**src/logic/hms_pkg.sv**
```systemverilog
// Purpose: Shared constants for the hall measurement sequencer
// Assumes: 10 MHz system clock
// Notes:   Step lengths are plain defaults
package hms_pkg;
	localparam int         CLK_HZ          = 10_000_000;
	localparam int         BIAS_TIME_NS    = 2000;
	localparam int         BIAS_CYC        = (BIAS_TIME_NS * (CLK_HZ / 1_000_000) + 999) / 1000;
	localparam int         INT_PULSE_NS    = 1000;
	localparam int         INT_PULSE_CYC   = (INT_PULSE_NS * (CLK_HZ / 1_000_000) + 999) / 1000;
	localparam int         IDLE_CYC        = 4;
	localparam logic [6:0] ADDR_DEFAULT    = 7'h35;
	localparam logic [7:0] ADDR_WRITE_BYTE = 8'h6A;
	localparam logic [7:0] ADDR_READ_BYTE  = 8'h6B;
	localparam int         AXIS_W          = 12;
	localparam int         TEMP_W          = 10;
	localparam int         FIFO_W          = 14;
	localparam int         FIFO_D          = 16;
	localparam logic [1:0] CH_X            = 2'h0;
	localparam logic [1:0] CH_Y            = 2'h1;
	localparam logic [1:0] CH_Z            = 2'h2;
	localparam logic [1:0] CH_T            = 2'h3;
	localparam logic       TEMP_EN_RESET   = 1'b1;
	typedef enum logic [2:0] {HMS_LOWPWR, HMS_WAKE, HMS_HBIAS, HMS_CONV, HMS_STORE, HMS_DONE} hms_state_t;
endpackage

```
**src/logic/hms_sequencer.sv**
```systemverilog
// Purpose: Measurement sequencing of a three-axis hall sensor
// Assumes: Bus engine outside delivers config strobe and bus idle
// Notes:   Converter is external; results queue in a FIFO
// Operation
// [RQ1] Start-up enables bias, then low power wait
// [RQ2] Reconfiguration starts one measurement cycle
// [RQ3] X, Y, Z through one mux, return
// [RQ4] Optional temperature conversion, default on
// [RQ5] Low supply halts; restart function from beginning
// [RQ6] Restart event abandons running measurement
// [RQ7] Open-drain completion interrupt on clock pin
// [RQ8] Target addresses 6A write, 6B read
// [RQ9] Axis results 12 bit, temperature 10
// [RQ10] Data line open-drain, never driven high
// [RQ11] Power-on reset, internal low-power clock
// [RQ12] Converter disabled while supply low
// [RQ13] Host issues bus reset if ramp unclean
// [RQ14] Interrupt fixed low pulse, bus idle only
`timescale 1ns/1ps
module hms_sequencer (
	// Clock and reset
	input  wire logic        sys_clk,
	input  wire logic        rst_n,
	// Supply monitor
	input  wire logic        supply_ok,
	// Configuration from bus engine
	input  wire logic        cfg_strobe,
	input  wire logic        cfg_temp_en,
	input  wire logic [6:0]  bus_addr,
	input  wire logic        bus_idle,
	// Analog controls
	output logic             bias_en,
	output logic             osc_fast_en,
	output logic             hall_bias_en,
	output logic             adc_en,
	output logic [1:0]       mux_sel,
	output logic             adc_start,
	input  wire logic        adc_done,
	input  wire logic [11:0] adc_data,
	// Result stream
	output logic [13:0]      res_data,
	output logic             res_valid,
	input  wire logic        res_ready,
	// Serial data pin drive
	input  wire logic        sda_tx_low,
	output logic             sda_o,
	output logic             sda_oe,
	output logic             addr_match_wr,
	output logic             addr_match_rd,
	// Clock pin interrupt drive
	output logic             scl_int_o,
	output logic             scl_int_oe
);
	hms_pkg::hms_state_t state_reg;
	hms_pkg::hms_state_t state_next;
	logic [1:0]  ch_reg;
	logic        temp_en_reg;
	logic        pend_reg;
	logic [7:0]  cnt_reg;
	logic        busy_reg;
	logic [11:0] data_reg;
	logic        int_req_reg;
	logic [7:0]  int_cnt_reg;
	logic        fifo_ready;

	// Config latched each strobe; default keeps temperature on
	always_ff @(posedge sys_clk or negedge rst_n) begin
		if (!rst_n)
			temp_en_reg <= hms_pkg::TEMP_EN_RESET; // [RQ4]
		else if (cfg_strobe)
			temp_en_reg <= cfg_temp_en;
	end

	wire last_ch   = (ch_reg == hms_pkg::CH_Z && !temp_en_reg) || ch_reg == hms_pkg::CH_T; // [RQ4]
	wire bias_done = (cnt_reg == 8'(hms_pkg::BIAS_CYC - 1));

	always_comb begin
		state_next = state_reg;
		case (state_reg)
			hms_pkg::HMS_LOWPWR: if (pend_reg) state_next = hms_pkg::HMS_WAKE; // [RQ2]
			hms_pkg::HMS_WAKE:   if (supply_ok) state_next = hms_pkg::HMS_HBIAS; // [RQ5]
			hms_pkg::HMS_HBIAS:  if (bias_done) state_next = hms_pkg::HMS_CONV;
			hms_pkg::HMS_CONV:   if (adc_done) state_next = hms_pkg::HMS_STORE;
			hms_pkg::HMS_STORE:  if (fifo_ready) state_next = last_ch ? hms_pkg::HMS_DONE : hms_pkg::HMS_CONV; // [RQ3]
			hms_pkg::HMS_DONE:   state_next = hms_pkg::HMS_LOWPWR; // [RQ3]
			default:             state_next = hms_pkg::HMS_LOWPWR;
		endcase
	end

	// Supply loss abandons the cycle and restarts it from wake-up
	wire restart = !supply_ok && state_reg != hms_pkg::HMS_LOWPWR; // [RQ6]

	always_ff @(posedge sys_clk or negedge rst_n) begin
		if (!rst_n) begin
			state_reg <= hms_pkg::HMS_LOWPWR; // [RQ1] [RQ11]
			pend_reg  <= 1'b0;
		end else begin
			state_reg <= restart ? hms_pkg::HMS_WAKE : state_next; // [RQ5] [RQ6]
			// Strobe during a cycle queues another; set wins over clear
			pend_reg  <= cfg_strobe || (pend_reg && state_reg != hms_pkg::HMS_LOWPWR);
		end
	end

	always_ff @(posedge sys_clk or negedge rst_n) begin
		if (!rst_n) begin
			ch_reg   <= hms_pkg::CH_X;
			cnt_reg  <= 8'h00;
			busy_reg <= 1'b0;
			data_reg <= 12'h000;
		end else begin
			cnt_reg <= (state_reg == hms_pkg::HMS_HBIAS && !restart) ? cnt_reg + 8'h01 : 8'h00;
			if (restart || state_reg == hms_pkg::HMS_WAKE)
				ch_reg <= hms_pkg::CH_X; // [RQ5]
			else if (state_reg == hms_pkg::HMS_STORE && fifo_ready && !last_ch)
				ch_reg <= ch_reg + 2'h1; // [RQ3]
			busy_reg <= state_reg == hms_pkg::HMS_CONV && !adc_done && !restart;
			if (state_reg == hms_pkg::HMS_CONV && adc_done)
				data_reg <= adc_data;
		end
	end

	wire active = state_reg != hms_pkg::HMS_LOWPWR;
	assign bias_en      = 1'b1; // [RQ1]
	assign osc_fast_en  = active; // [RQ2]
	assign hall_bias_en = active && state_reg != hms_pkg::HMS_WAKE && supply_ok;
	assign adc_en       = hall_bias_en; // [RQ12]
	assign mux_sel      = ch_reg; // [RQ3]
	assign adc_start    = state_reg == hms_pkg::HMS_CONV && !busy_reg && supply_ok;

	// Tag bits let the reader tell the channel; temperature keeps 10 bits
	wire [11:0] store_val = (ch_reg == hms_pkg::CH_T) ? {2'h0, data_reg[11:2]} : data_reg; // [RQ9]
	hms_fifo #(.W(hms_pkg::FIFO_W), .D(hms_pkg::FIFO_D)) u_fifo (
		.sys_clk   (sys_clk),
		.rst_n     (rst_n),
		.in_data   ({ch_reg, store_val}),
		.in_valid  (state_reg == hms_pkg::HMS_STORE),
		.in_ready  (fifo_ready),
		.out_data  (res_data),
		.out_valid (res_valid),
		.out_ready (res_ready)
	);

	assign addr_match_wr = {bus_addr, 1'b0} == hms_pkg::ADDR_WRITE_BYTE; // [RQ8]
	assign addr_match_rd = {bus_addr, 1'b1} == hms_pkg::ADDR_READ_BYTE; // [RQ8]
	assign sda_o  = 1'b0; // [RQ10]
	assign sda_oe = sda_tx_low; // [RQ10]

	// Pulse waits for an idle bus so it never clips a clock phase
	always_ff @(posedge sys_clk or negedge rst_n) begin
		if (!rst_n) begin
			int_req_reg <= 1'b0;
			int_cnt_reg <= 8'h00;
		end else begin
			if (int_cnt_reg != 8'h00)
				int_cnt_reg <= int_cnt_reg - 8'h01;
			else if (int_req_reg && bus_idle)
				int_cnt_reg <= 8'(hms_pkg::INT_PULSE_CYC); // [RQ14]
			int_req_reg <= (state_reg == hms_pkg::HMS_DONE) ||
				(int_req_reg && !(int_cnt_reg == 8'h00 && bus_idle)); // [RQ7]
		end
	end
	assign scl_int_o  = 1'b0; // [RQ7]
	assign scl_int_oe = int_cnt_reg != 8'h00; // [RQ14]
endmodule // hms_sequencer

```
**src/logic/hms_fifo.sv**
```systemverilog
// Purpose: Result FIFO between converter and bus read side
// Assumes: Single clock
// Notes:   Full and empty are exact
`timescale 1ns/1ps
module hms_fifo #(
	parameter int W = 14,
	parameter int D = 16
) (
	// Clock and reset
	input  wire logic         sys_clk,
	input  wire logic         rst_n,
	// Fill side
	input  wire logic [W-1:0] in_data,
	input  wire logic         in_valid,
	output logic              in_ready,
	// Drain side
	output logic [W-1:0]      out_data,
	output logic              out_valid,
	input  wire logic         out_ready
);
	localparam int AW = $clog2(D);
	logic [W-1:0] mem [D];
	logic [AW:0]  wp_reg;
	logic [AW:0]  rp_reg;
	wire          full  = (wp_reg[AW] != rp_reg[AW]) && (wp_reg[AW-1:0] == rp_reg[AW-1:0]);
	wire          empty = (wp_reg == rp_reg);
	wire          push  = in_valid && !full;
	wire          pop   = out_ready && !empty;
	assign in_ready  = !full;
	assign out_valid = !empty;
	assign out_data  = mem[rp_reg[AW-1:0]];
	always_ff @(posedge sys_clk) begin
		if (push)
			mem[wp_reg[AW-1:0]] <= in_data;
	end
	always_ff @(posedge sys_clk or negedge rst_n) begin
		if (!rst_n) begin
			wp_reg <= '0;
			rp_reg <= '0;
		end else begin
			if (push)
				wp_reg <= wp_reg + 1'b1;
			if (pop)
				rp_reg <= rp_reg + 1'b1;
		end
	end
endmodule // hms_fifo

```
**config.mk**
```make
export PLATFORM = sky130hd
export DESIGN_NAME = hms_sequencer
export DESIGN_NICKNAME = d
export VERILOG_FILES = /design/src/logic/hms_pkg.sv /design/src/logic/hms_sequencer.sv /design/src/logic/hms_fifo.sv
export SDC_FILE = /design/constraint.sdc
export NUM_CORES = 1
export LEC_CHECK = 0
export ABC_AREA = 1
export BUFFER_PORTS_ARGS = -buffer_cell sky130_fd_sc_hd__buf_2
export CORE_MARGIN = 4
export CORE_UTILIZATION = 45
export DETAILED_ROUTE_END_ITERATION = 7
export SLEW_MARGIN = 10
export SYNTH_ARGS = -nofsm -noshare
export SYNTH_HDL_FRONTEND = slang
export SYNTH_HIERARCHICAL = 1
export SYNTH_SLANG_ARGS = --single-unit
```
**constraint.sdc**
```tcl
create_clock -name sys_clk -period 2.57 [get_ports sys_clk]
set_clock_uncertainty 0.1 [all_clocks]
set_input_delay 0.771 -clock sys_clk [delete_from_list [all_inputs] [get_ports sys_clk]]
set_output_delay 0.771 -clock sys_clk [all_outputs]
set_load 0.1 [all_outputs]
```
==> results.py, run 1 <==
metrics = {
    "global_route": {
        "grt_max_degree": 58,
        "grt_pass1_wl_um": 44500,
        "overflow": 0,
        "first_global_vias": 7941,
        "grt_use_total": 0.197,
        "antenna_found_initial": 0,
    },
    "worst_setup_path": {
        "r2r-end": "u_fifo/mem[8][8]",
        "start_kind": "flip-flop",
        "reg2reg_slack_ps": 220,
        "critical_path_required_ps": 1700,
        "rr_worst_depth": 10,
        "critPathLaunch": "u_fifo/rp_reg[0]",
        "reg2reg_from": "u_fifo/rp_reg[0]",
        "end_kind": "output port",
        "cp_max_fo": 7,
        "critPathArrivalTime_ps": 2180,
        "path_class": "reg2out",
    },
    "pwr": {
        "peakVddDrop_v": 0.00191,
        "p_per_area_mw_per_mm2": 1270,
        "total_power_mw": 18.9,
        "p_leak_nw": 5.96,
    },
    "routing": {
        "via_per_inst": 5.17,
        "ant_nets": 0,
        "dr.pass1.iters": 5,
        "num_vias": 8252,
        "totalWireLength_um": 29500,
        "first_iter_violations": 636,
        "route.detailed.drc": 0,
        "wl_per_cell_um": 18.5,
    },
    "clocking": {
        "clk_pin_slew_ps": 60,
        "clock_latency_ps": 530,
        "cts_tree": "yes",
        "cts_sinks": 271,
        "clk_path_buf_depth": 3,
        "clk_root_buffer_cell": "clkbuf_16",
        "htreeDepth": 1,
        "numCtsBuffers": 29,
    },
    "timing": {
        "slew_headroom": 0.265,
        "fin_crit_sh": 1.19,
        "max_freq_mhz": 328,
        "drv_slew": 0,
        "setup_violations": 16,
        "setup_ws_ps": -483,
        "rsz0062_at_grt": "true",
        "worstMarginPinSlew_ps": 1100,
        "fin_crit_ps": 3050,
        "finalHoldViolCount": 0,
    },
    "synth": {
        "synth_edf_count": 224,
        "synth.yosys.seq_area_share": 0.672,
        "yosysWarnings": 6,
        "avgSynthCellArea_um2": 10.4,
        "synth-seq-cells": 271,
        "netlist_area_mm2": 0.0118,
        "yosys-top-cells-count": "301 x nand2_1, 224 x edfxtp_1, 196 x nor2_1",
        "synth_top_cells_by_area": "edfxtp_1 57%, dfrtp_1 9.8%, nand2_1 9.6%, nor2_1 6.3%, o21ai_0 4.3%",
        "yosys.area.top_type": "edfxtp_1",
        "async_flop_share": 0.173,
        "synth.top_cell.area_share": 0.572,
        "synth-main-ff-cell": "edfxtp_1",
        "yosysMostFrequentCell": "nand2_1",
        "syn_inst": 1130,
        "ys_types": 35,
    },
    "run": {
        "drv_cap": 0,
    },
    "place": {
        "port_buffers": 50,
        "routabilityCongestion": 0.804,
        "placed_cells": 1512,
        "pre_cts_ws_ps": 39.5,
        "dp_hpwl_um": 16800,
        "placed_cell_area_mm2": 0.0132,
    },
    "die": {
        "row_count": 58,
        "die-area_mm2": 0.0288,
        "die_y_um": 170,
        "die_w_um": 170,
        "pin_count": 56,
        "coreArea_mm2": 0.0255,
        "start_util": 0.462,
    },
    "cells_and_area": {
        "nFillCells": 2092,
        "instances_no_fill": 1595,
        "regArea_mm2": 0.00792,
        "final_area_mm2": 0.0149,
        "diodes": 0,
        "largest_reg_flops": 224,
        "multiInputGateArea_mm2": 0.00370,
        "syn_to_final_growth_pct": 26.5,
        "finish.utilization": 0.584,
        "drive_gt1_frac": 0.240,
        "layout.nets": 1281,
    },
    "run_status": {
        "status": "complete, but fails checks",
        "violations": "negative setup slack",
    },
    "worst_hold_path": {
        "holdCritStartpoint": "cfg_strobe",
        "hold_path.class": "in2reg",
        "holdPathStages": 2,
        "whs_endpoint": "temp_en_reg",
    },
}
stage by stage:
| stage | hold WS, ps | setup TNS, ps |
|---|---|---|
| after floorplan | 331 | -916 |
| after global placement | 348 | 0 |
| after detailed placement | 356 | 0 |
| after CTS | 308 | -6440 |
| after global routing | 335 | -7960 |
| final | 329 | -6540 |
where the power goes:
part           internal (mW)  switching, mW  total, mW
logic                   3.28           5.72       8.99
registers               5.49          0.315       5.81
clock network           2.46           1.63       4.09
total                   11.2           7.66       18.9
layer usage:
metal  track usage  up-vias  routed length (µm)
li1              -     3998                   -
met1         0.281     3954               13200
met2         0.327      255               13900
met3        0.0266       45                1870
met4        0.0424        0                 601
met5             0        -                   0
how the worst max path moves through the flow:
stage          slack (ps)             to  depth (start not counted)
2_1_floorplan        -630  addr_match_wr                          4
3_3_place_gp           60  addr_match_rd                          5
3_5_place_dp           40  addr_match_rd                          5
4_1_cts              -460   res_data[13]                         10
5_1_grt              -570    res_data[8]                          8
6_report             -480    res_data[8]                          8
critical path, stage by stage, from the launching register on:
cell and delay (ps):
dfrtp_4 550, clkinv_8 150, buf_12 190, clkbuf_16 160
o21ai_1 190, nand3_2 100, nand3_2 70, nand2_2 70
buf_12 170
final cells by class:
cell class                 instances  share of cell area
clock inverter                    15              0.0115
multi-input combinational        740               0.248
inverter                          67              0.0187
clock buffer                      37              0.0508
tap                              330              0.0277
sequential                       271               0.532
timing repair buffer             135               0.111
timing repair:
action	4_1_cts	5_1_grt
setup buffers	12	9
hold endpoints to repair	5	0
hold buffers	1	0
setup endpoints to repair	17	18
resized for setup	38	138
gates cloned	5	8
pin swaps	17	40
layout by cell type, fill, tap and decap left out, types with 4 or more instances in the layout:
master	n
a21oi_1	11
buf_12	42
buf_2	28
buf_4	50
bufinv_16	4
clkbuf_1	8
clkbuf_16	35
clkinv_1	6
clkinv_2	4
dfrtp_1	39
dfrtp_2	6
edfxtp_1	224
ha_1	8
inv_1	46
inv_2	18
mux2_2	4
mux2_4	6
nand2_1	275
nand2_2	23
nand2_4	7
nand3_1	55
nand3_2	13
nor2_1	188
nor2_2	8
nor2_4	6
o21ai_0	34
o21ai_1	48
o21ai_2	27
xor2_1	6
cells by family after synthesis:
family          Yosys count  synth area share
simple gates            585             0.202
flops                   271             0.672
compound gates          125            0.0540
buf+inv                 120            0.0442
mux                      10            0.0115
fa+ha+maj                 9           0.00957
xor+xnor                  8           0.00596
other cells               2          0.000638
(Power assumes the default switching activity.)
==> run 2, diff against run 1 <==
Settings changed: RECOVER_POWER set to 100.
==> run 2 against run 1 <==
Compared with the run above:
- the run still ends with negative setup slack left
- worst hold slack got worse by 1.4 ps
- clock power barely moved
- die area did not move
- wire length fell by 0.15%
- power fell by 0.83%
- critical path depth did not move
- combinational power fell by 1%
- largest power group unchanged
==> results.py, run 2 (same netlist as run 1, synthesis figures left out) <==
metrics = {
    "global_route": {
        "grt_use_total": 0.197,
        "first_global_vias": 7941,
        "overflow": 0,
        "grt_max_degree": 58,
        "grt_pass1_wl_um": 44500,
        "antenna_found_initial": 0,
    },
    "timing": {
        "setup_violations": 20,
        "worstMarginPinSlew_ps": 1130,
        "timing.hold.ws_ps": 328,
        "rsz0062_at_grt": "true",
        "slew_headroom": 0.243,
        "finalHoldViolCount": 0,
        "fin_crit_sh": 1.19,
        "drv_slew": 0,
        "tns_ps": -7180,
        "setup_ws_ps": -484,
        "fin_crit_ps": 3050,
        "max_freq_mhz": 327,
    },
    "worst_hold_path": {
        "hold_path.class": "in2reg",
    },
    "routing": {
        "via_per_inst": 5.17,
        "ant_nets": 0,
        "dr.pass1.iters": 6,
        "wl_per_cell_um": 18.5,
        "num_vias": 8247,
        "route.detailed.drc": 0,
        "totalWireLength_um": 29500,
        "first_iter_violations": 716,
    },
    "place": {
        "placed_cells": 1512,
        "pre_cts_ws_ps": 39.5,
        "routabilityCongestion": 0.804,
        "port_buffers": 50,
        "placed_cell_area_mm2": 0.0132,
        "dp_hpwl_um": 16800,
    },
    "cells_and_area": {
        "regArea_mm2": 0.00791,
        "finish.utilization": 0.579,
        "drive_gt1_frac": 0.218,
        "layout.nets": 1281,
        "final_common_cell": "nand2_1",
        "instances_no_fill": 1595,
        "largest_reg_flops": 224,
        "final_area_mm2": 0.0148,
        "nFillCells": 2111,
        "diodes": 0,
        "syn_to_final_growth_pct": 25.4,
        "multiInputGateArea_mm2": 0.00362,
        "layout_common_cells": "275 x nand2_1, 224 x edfxtp_1, 192 x nor2_1",
    },
    "run_status": {
        "violations": "negative setup slack",
        "status": "complete, but fails checks",
    },
    "run": {
        "drv_cap": 0,
    },
    "worst_setup_path": {
        "start_kind": "flip-flop",
        "critPathSlowestCell": "dfrtp_4",
        "critical_path_required_ps": 1700,
        "cp_max_fo": 7,
        "critPathArrivalTime_ps": 2180,
        "path_class": "reg2out",
        "cp_cell_sequence": "clkinv_8 -> buf_12 -> clkbuf_16 -> o21ai_1 -> nand3_2 -> nand3_2 -> nand2_2 -> buf_12",
        "crit_path_max_incr_delay_ps": 550,
        "end_kind": "output port",
    },
    "die": {
        "die_y_um": 170,
        "coreArea_mm2": 0.0255,
        "start_util": 0.462,
        "row_count": 58,
        "die_w_um": 170,
        "pin_count": 56,
        "die-area_mm2": 0.0288,
    },
    "pwr": {
        "p_per_area_mw_per_mm2": 1270,
        "pwr-share-clk": 0.218,
        "p_seq_frac": 0.309,
        "internal-power_mw": 11.1,
        "comb_power_share": 0.473,
        "total_power_mw": 18.7,
        "p_leak_nw": 5.89,
        "peakVddDrop_v": 0.00191,
        "p_sw_mw": 7.61,
        "p_sw_frac": 0.406,
    },
    "clocking": {
        "cts_tree": "yes",
        "numCtsBuffers": 29,
        "cts_sinks": 271,
        "clk_path_buf_depth": 3,
        "clock_latency_ps": 530,
        "clk_root_buffer_cell": "clkbuf_16",
        "htreeDepth": 1,
        "clk_pin_slew_ps": 60,
    },
}
==> run 2: power groups by stage <==
stage	sequential, mW	clock (mW)	combinational, mW
4_1_cts	5.77	4.16	8.33
6_report	5.78	4.09	8.86
3_3_place_gp	5.83	0	7.65
2_1_floorplan	5.74	0	5.09
5_1_grt	5.82	4.36	9.51
3_5_place_dp	5.84	0	7.72
==> run 2: worst max-delay path: cells and delay by family (launching register included) <==
kind | cells | cell delay (ps)
buffers and inverters | 4 | 670
AND/OR/NAND/NOR | 3 | 240
flip-flops | 1 | 550
AO/OA/AOI/OAI | 1 | 190
==> run 2: layout make-up <==
type	count	area share
multi-input combinational	740	0.246
sequential	271	0.536
tap	330	0.0280
clock inverter	15	0.0116
clock buffer	37	0.0512
timing repair buffer	135	0.108
inverter	67	0.0188
==> run 2: timing repair <==
item,4_1_cts,5_1_grt
endpoints found under the setup margin,17,18
buffers inserted,12,9
resized for setup,38,138
pin swaps,17,40
hold buffers,1,0
cloned,5,8
endpoints found under the hold margin,5,0
==> run 2: worst paths after layout <==
| check | startpoint | endpoint | slack (ps) | depth (start not counted) |
|---|---|---|---|---|
| max in group asynchronous | rst_n | u_fifo/rp_reg[0] | 390 | 3 |
| setup / recovery | u_fifo/rp_reg[0] | res_data[8] | -480 | 8 |
| hold / removal | cfg_strobe | temp_en_reg | 330 | 2 |
| min in group asynchronous | rst_n | int_cnt_reg[7] | 530 | 2 |
| setup reg to reg | mux_sel[0] | u_fifo/mem[0][2] | 220 | 5 |
| hold reg to reg | cnt_reg[0] | cnt_reg[0] | 360 | 1 |
==> run 2: layer usage <==
layer | vias to the layer above | track usage | part of all wire
met1 | 3915 | 0.281 | 0.43
li1 | 4002 | - | -
met4 | 0 | 0.0424 | 0.021
met5 | - | 0 | 0
met2 | 285 | 0.327 | 0.47
met3 | 45 | 0.0266 | 0.073
==> run 3, diff against run 2 <==
Settings changed: SYNTH_HIERARCHICAL 1 to not set.
==> run 3 against run 2 <==
Compared with the run above:
- the run still ends with negative setup slack left
- power grew 4.2%
- first-iteration DRC count decreased by 24%
- via count is 7.6% lower
- critical path type unchanged
- critical endpoint unchanged
==> results.py, run 3 <==
metrics = {
    "cells_and_area": {
        "largest_reg_flops": 224,
        "syn_to_final_growth_pct": 25.8,
        "final_common_cell": "edfxtp_1",
        "drive_gt1_frac": 0.216,
        "layout_common_cells": "224 x edfxtp_1, 167 x nor2_1, 110 x nand2_1",
        "nFillCells": 1973,
        "finish.utilization": 0.579,
        "diodes": 0,
        "layout.nets": 1107,
    },
    "timing": {
        "worstMarginPinSlew_ps": 1200,
        "timing.hold.ws_ps": 335,
        "setup_ws_ps": -492,
        "fin_crit_sh": 1.19,
        "max_freq_mhz": 327,
        "finalHoldViolCount": 0,
        "rsz0062_at_grt": "true",
        "slew_headroom": 0.199,
        "drv_slew": 0,
        "setup_violations": 16,
        "fin_crit_ps": 3060,
    },
    "die": {
        "die_y_um": 166,
        "row_count": 57,
        "pin_count": 56,
        "start_util": 0.460,
        "die-area_mm2": 0.0277,
        "die_w_um": 166,
        "coreArea_mm2": 0.0245,
    },
    "worst_setup_path": {
        "critPathSlowestCell": "dfrtp_4",
        "path_common_cell": "buf_12",
        "r2r-end": "u_fifo.mem[15][4]",
        "reg2reg_slack_ps": 220,
        "start_kind": "flip-flop",
        "critPathArrivalTime_ps": 2190,
        "end_kind": "output port",
        "rr_worst_depth": 6,
        "critical_path_required_ps": 1700,
        "crit_path_max_incr_delay_ps": 530,
        "cp_cell_sequence": "buf_12 -> buf_12 -> nor2_1 -> nor2_1 -> o21ai_1 -> o211ai_1 -> nand3_1 -> nand3_2 -> buf_12",
        "reg2reg_from": "mux_sel[0]",
        "path_class": "reg2out",
        "cp_max_fo": 9,
    },
    "synth": {
        "async_flop_share": 0.173,
        "synth.top_cell.area_share": 0.595,
        "ys_types": 39,
        "syn_inst": 962,
        "synth-main-ff-cell": "edfxtp_1",
        "netlist_area_mm2": 0.0113,
        "yosys-top-cells-count": "224 x edfxtp_1, 183 x nor2_1, 119 x o21ai_0",
        "synth.yosys.seq_area_share": 0.700,
        "synth_top_cells_by_area": "edfxtp_1 60%, dfrtp_1 10%, nor2_1 6.1%, o21ai_0 5.3%, nand2_1 3.7%",
        "yosysWarnings": 0,
        "synth_edf_count": 224,
        "avgSynthCellArea_um2": 11.7,
        "synth-seq-cells": 271,
        "yosys.area.top_type": "edfxtp_1",
        "yosysMostFrequentCell": "edfxtp_1",
    },
    "pwr": {
        "p_sw_frac": 0.402,
        "p_sw_mw": 7.85,
        "pwr-share-clk": 0.225,
        "p_per_area_mw_per_mm2": 1370,
        "comb_power_share": 0.467,
        "p_leak_nw": 5.29,
        "peakVddDrop_v": 0.00130,
        "internal-power_mw": 11.7,
        "p_seq_frac": 0.307,
    },
    "routing": {
        "route.detailed.drc": 0,
        "wl_per_cell_um": 19.7,
        "first_iter_violations": 545,
        "via_per_inst": 5.38,
        "dr.pass1.iters": 5,
        "totalWireLength_um": 27900,
        "num_vias": 7621,
        "ant_nets": 0,
    },
    "global_route": {
        "overflow": 0,
        "grt_pass1_wl_um": 42700,
        "grt_use_total": 0.196,
        "first_global_vias": 7601,
        "grt_max_degree": 48,
        "antenna_found_initial": 1,
    },
    "clocking": {
        "htreeDepth": 1,
        "clock_latency_ps": 530,
        "clk_pin_slew_ps": 60,
        "clk_path_buf_depth": 3,
        "clk_root_buffer_cell": "clkbuf_16",
        "cts_hold_buf": 0,
        "numCtsBuffers": 28,
        "cts_tree": "yes",
        "cts_sinks": 271,
    },
    "place": {
        "routabilityCongestion": 0.804,
        "port_buffers": 50,
        "dp_hpwl_um": 16700,
    },
    "worst_hold_path": {
        "holdPathStages": 2,
        "hold_path.class": "in2reg",
        "holdCritStartpoint": "cfg_strobe",
        "whs_endpoint": "temp_en_reg",
    },
    "run": {
        "drv_cap": 0,
    },
    "run_status": {
        "violations": "negative setup slack",
        "status": "complete, but fails checks",
    },
}
run 3: cell types whose count changed in the layout (fill, tap and decap cells not counted), moves of 14 or more:
cell	change
inv_1	-15
o211ai_1	+28
inv_2	-14
o22ai_1	+28
o21ai_2	-27
nor2_1	-25
nand2_1	-165
nand3_1	-24
nand2_2	-15
o21ai_1	-19
o21ai_0	+64
run 3: worst max path at each step:
stage / cells past startpoint / start / to / slack, ps
after global placement: 5 / bus_addr[6] / addr_match_wr / 50
after CTS: 8 / u_fifo.rp_reg[0] / res_data[8] / -470
final: 9 / u_fifo.rp_reg[0] / res_data[8] / -490
after detailed placement: 5 / bus_addr[6] / addr_match_wr / 40
after global routing: 9 / u_fifo.rp_reg[0] / res_data[9] / -570
after floorplan: 4 / bus_addr[6] / addr_match_wr / -630
run 3: final cells by class:
cell class | count | area, µm² | area share
well taps | 324 | 405 | 0.0285
clock buffers | 34 | 744 | 0.0524
flip-flops and latches | 271 | 7910 | 0.557
inverters | 39 | 169 | 0.0119
repair buffers | 128 | 1540 | 0.108
clock inverters | 18 | 267 | 0.0188
multi-input cells | 602 | 3180 | 0.224
run 3: kinds of logic (layout without fill, tap and decap cells):
family,Yosys count,after routing,share of synthesized area
mux,10,10,0.00997
flops,271,271,0.700
xor+xnor,10,10,0.00775
other cells,2,3,0.000665
simple gates,368,368,0.136
buf+inv,90,219,0.0364
compound gates,202,202,0.100
fa+ha+maj,9,9,0.00997
run 3: timing repair:
item                       CTS  global route
gates resized for setup     24            37
setup buffers                2             7
cloned                       4             2
pin swaps                    9            17
setup endpoints to repair   17            16
run 3: stage by stage:
stage / setup WS [ps] / cells / cell area [µm²] / power (mW) / TNS [ps]
finish: -492 / 1416 / 14200 / 19.5 / -6510
global route: -568 / 1416 / 14200 / 20.4 / -7970
CTS: -474 / 1407 / 14100 / 19.4 / -6590
detailed placement: 43.2 / 1349 / 12900 / 14.6 / 0
global placement: 52.6 / 1349 / 12900 / 14.5 / 0
floorplan: -626 / 963 / 11400 / 11.4 / -925
run 3: critical path, delay by kind of cell (launching register included):
family / cells / cell delay, ps
AO/OA/AOI/OAI: 2 / 210
AND/OR/NAND/NOR: 4 / 400
flip-flops: 1 / 530
buffers and inverters: 3 / 510
run 3: power by group through the flow:
stage	clock [mW]	sequential, mW	combinational, mW
floorplan	0	6.12	5.32
global placement	0	6.06	8.42
detailed placement	0	6.07	8.50
CTS	4.46	6.00	8.94
global route	4.66	6.04	9.72
finish	4.40	6.00	9.13
run 3: per-layer routing:
metal,global-route usage,share of wire
met1,0.266,0.43
met2,0.331,0.49
met3,0.0306,0.058
met4,0.0541,0.018
met5,0,0.00025
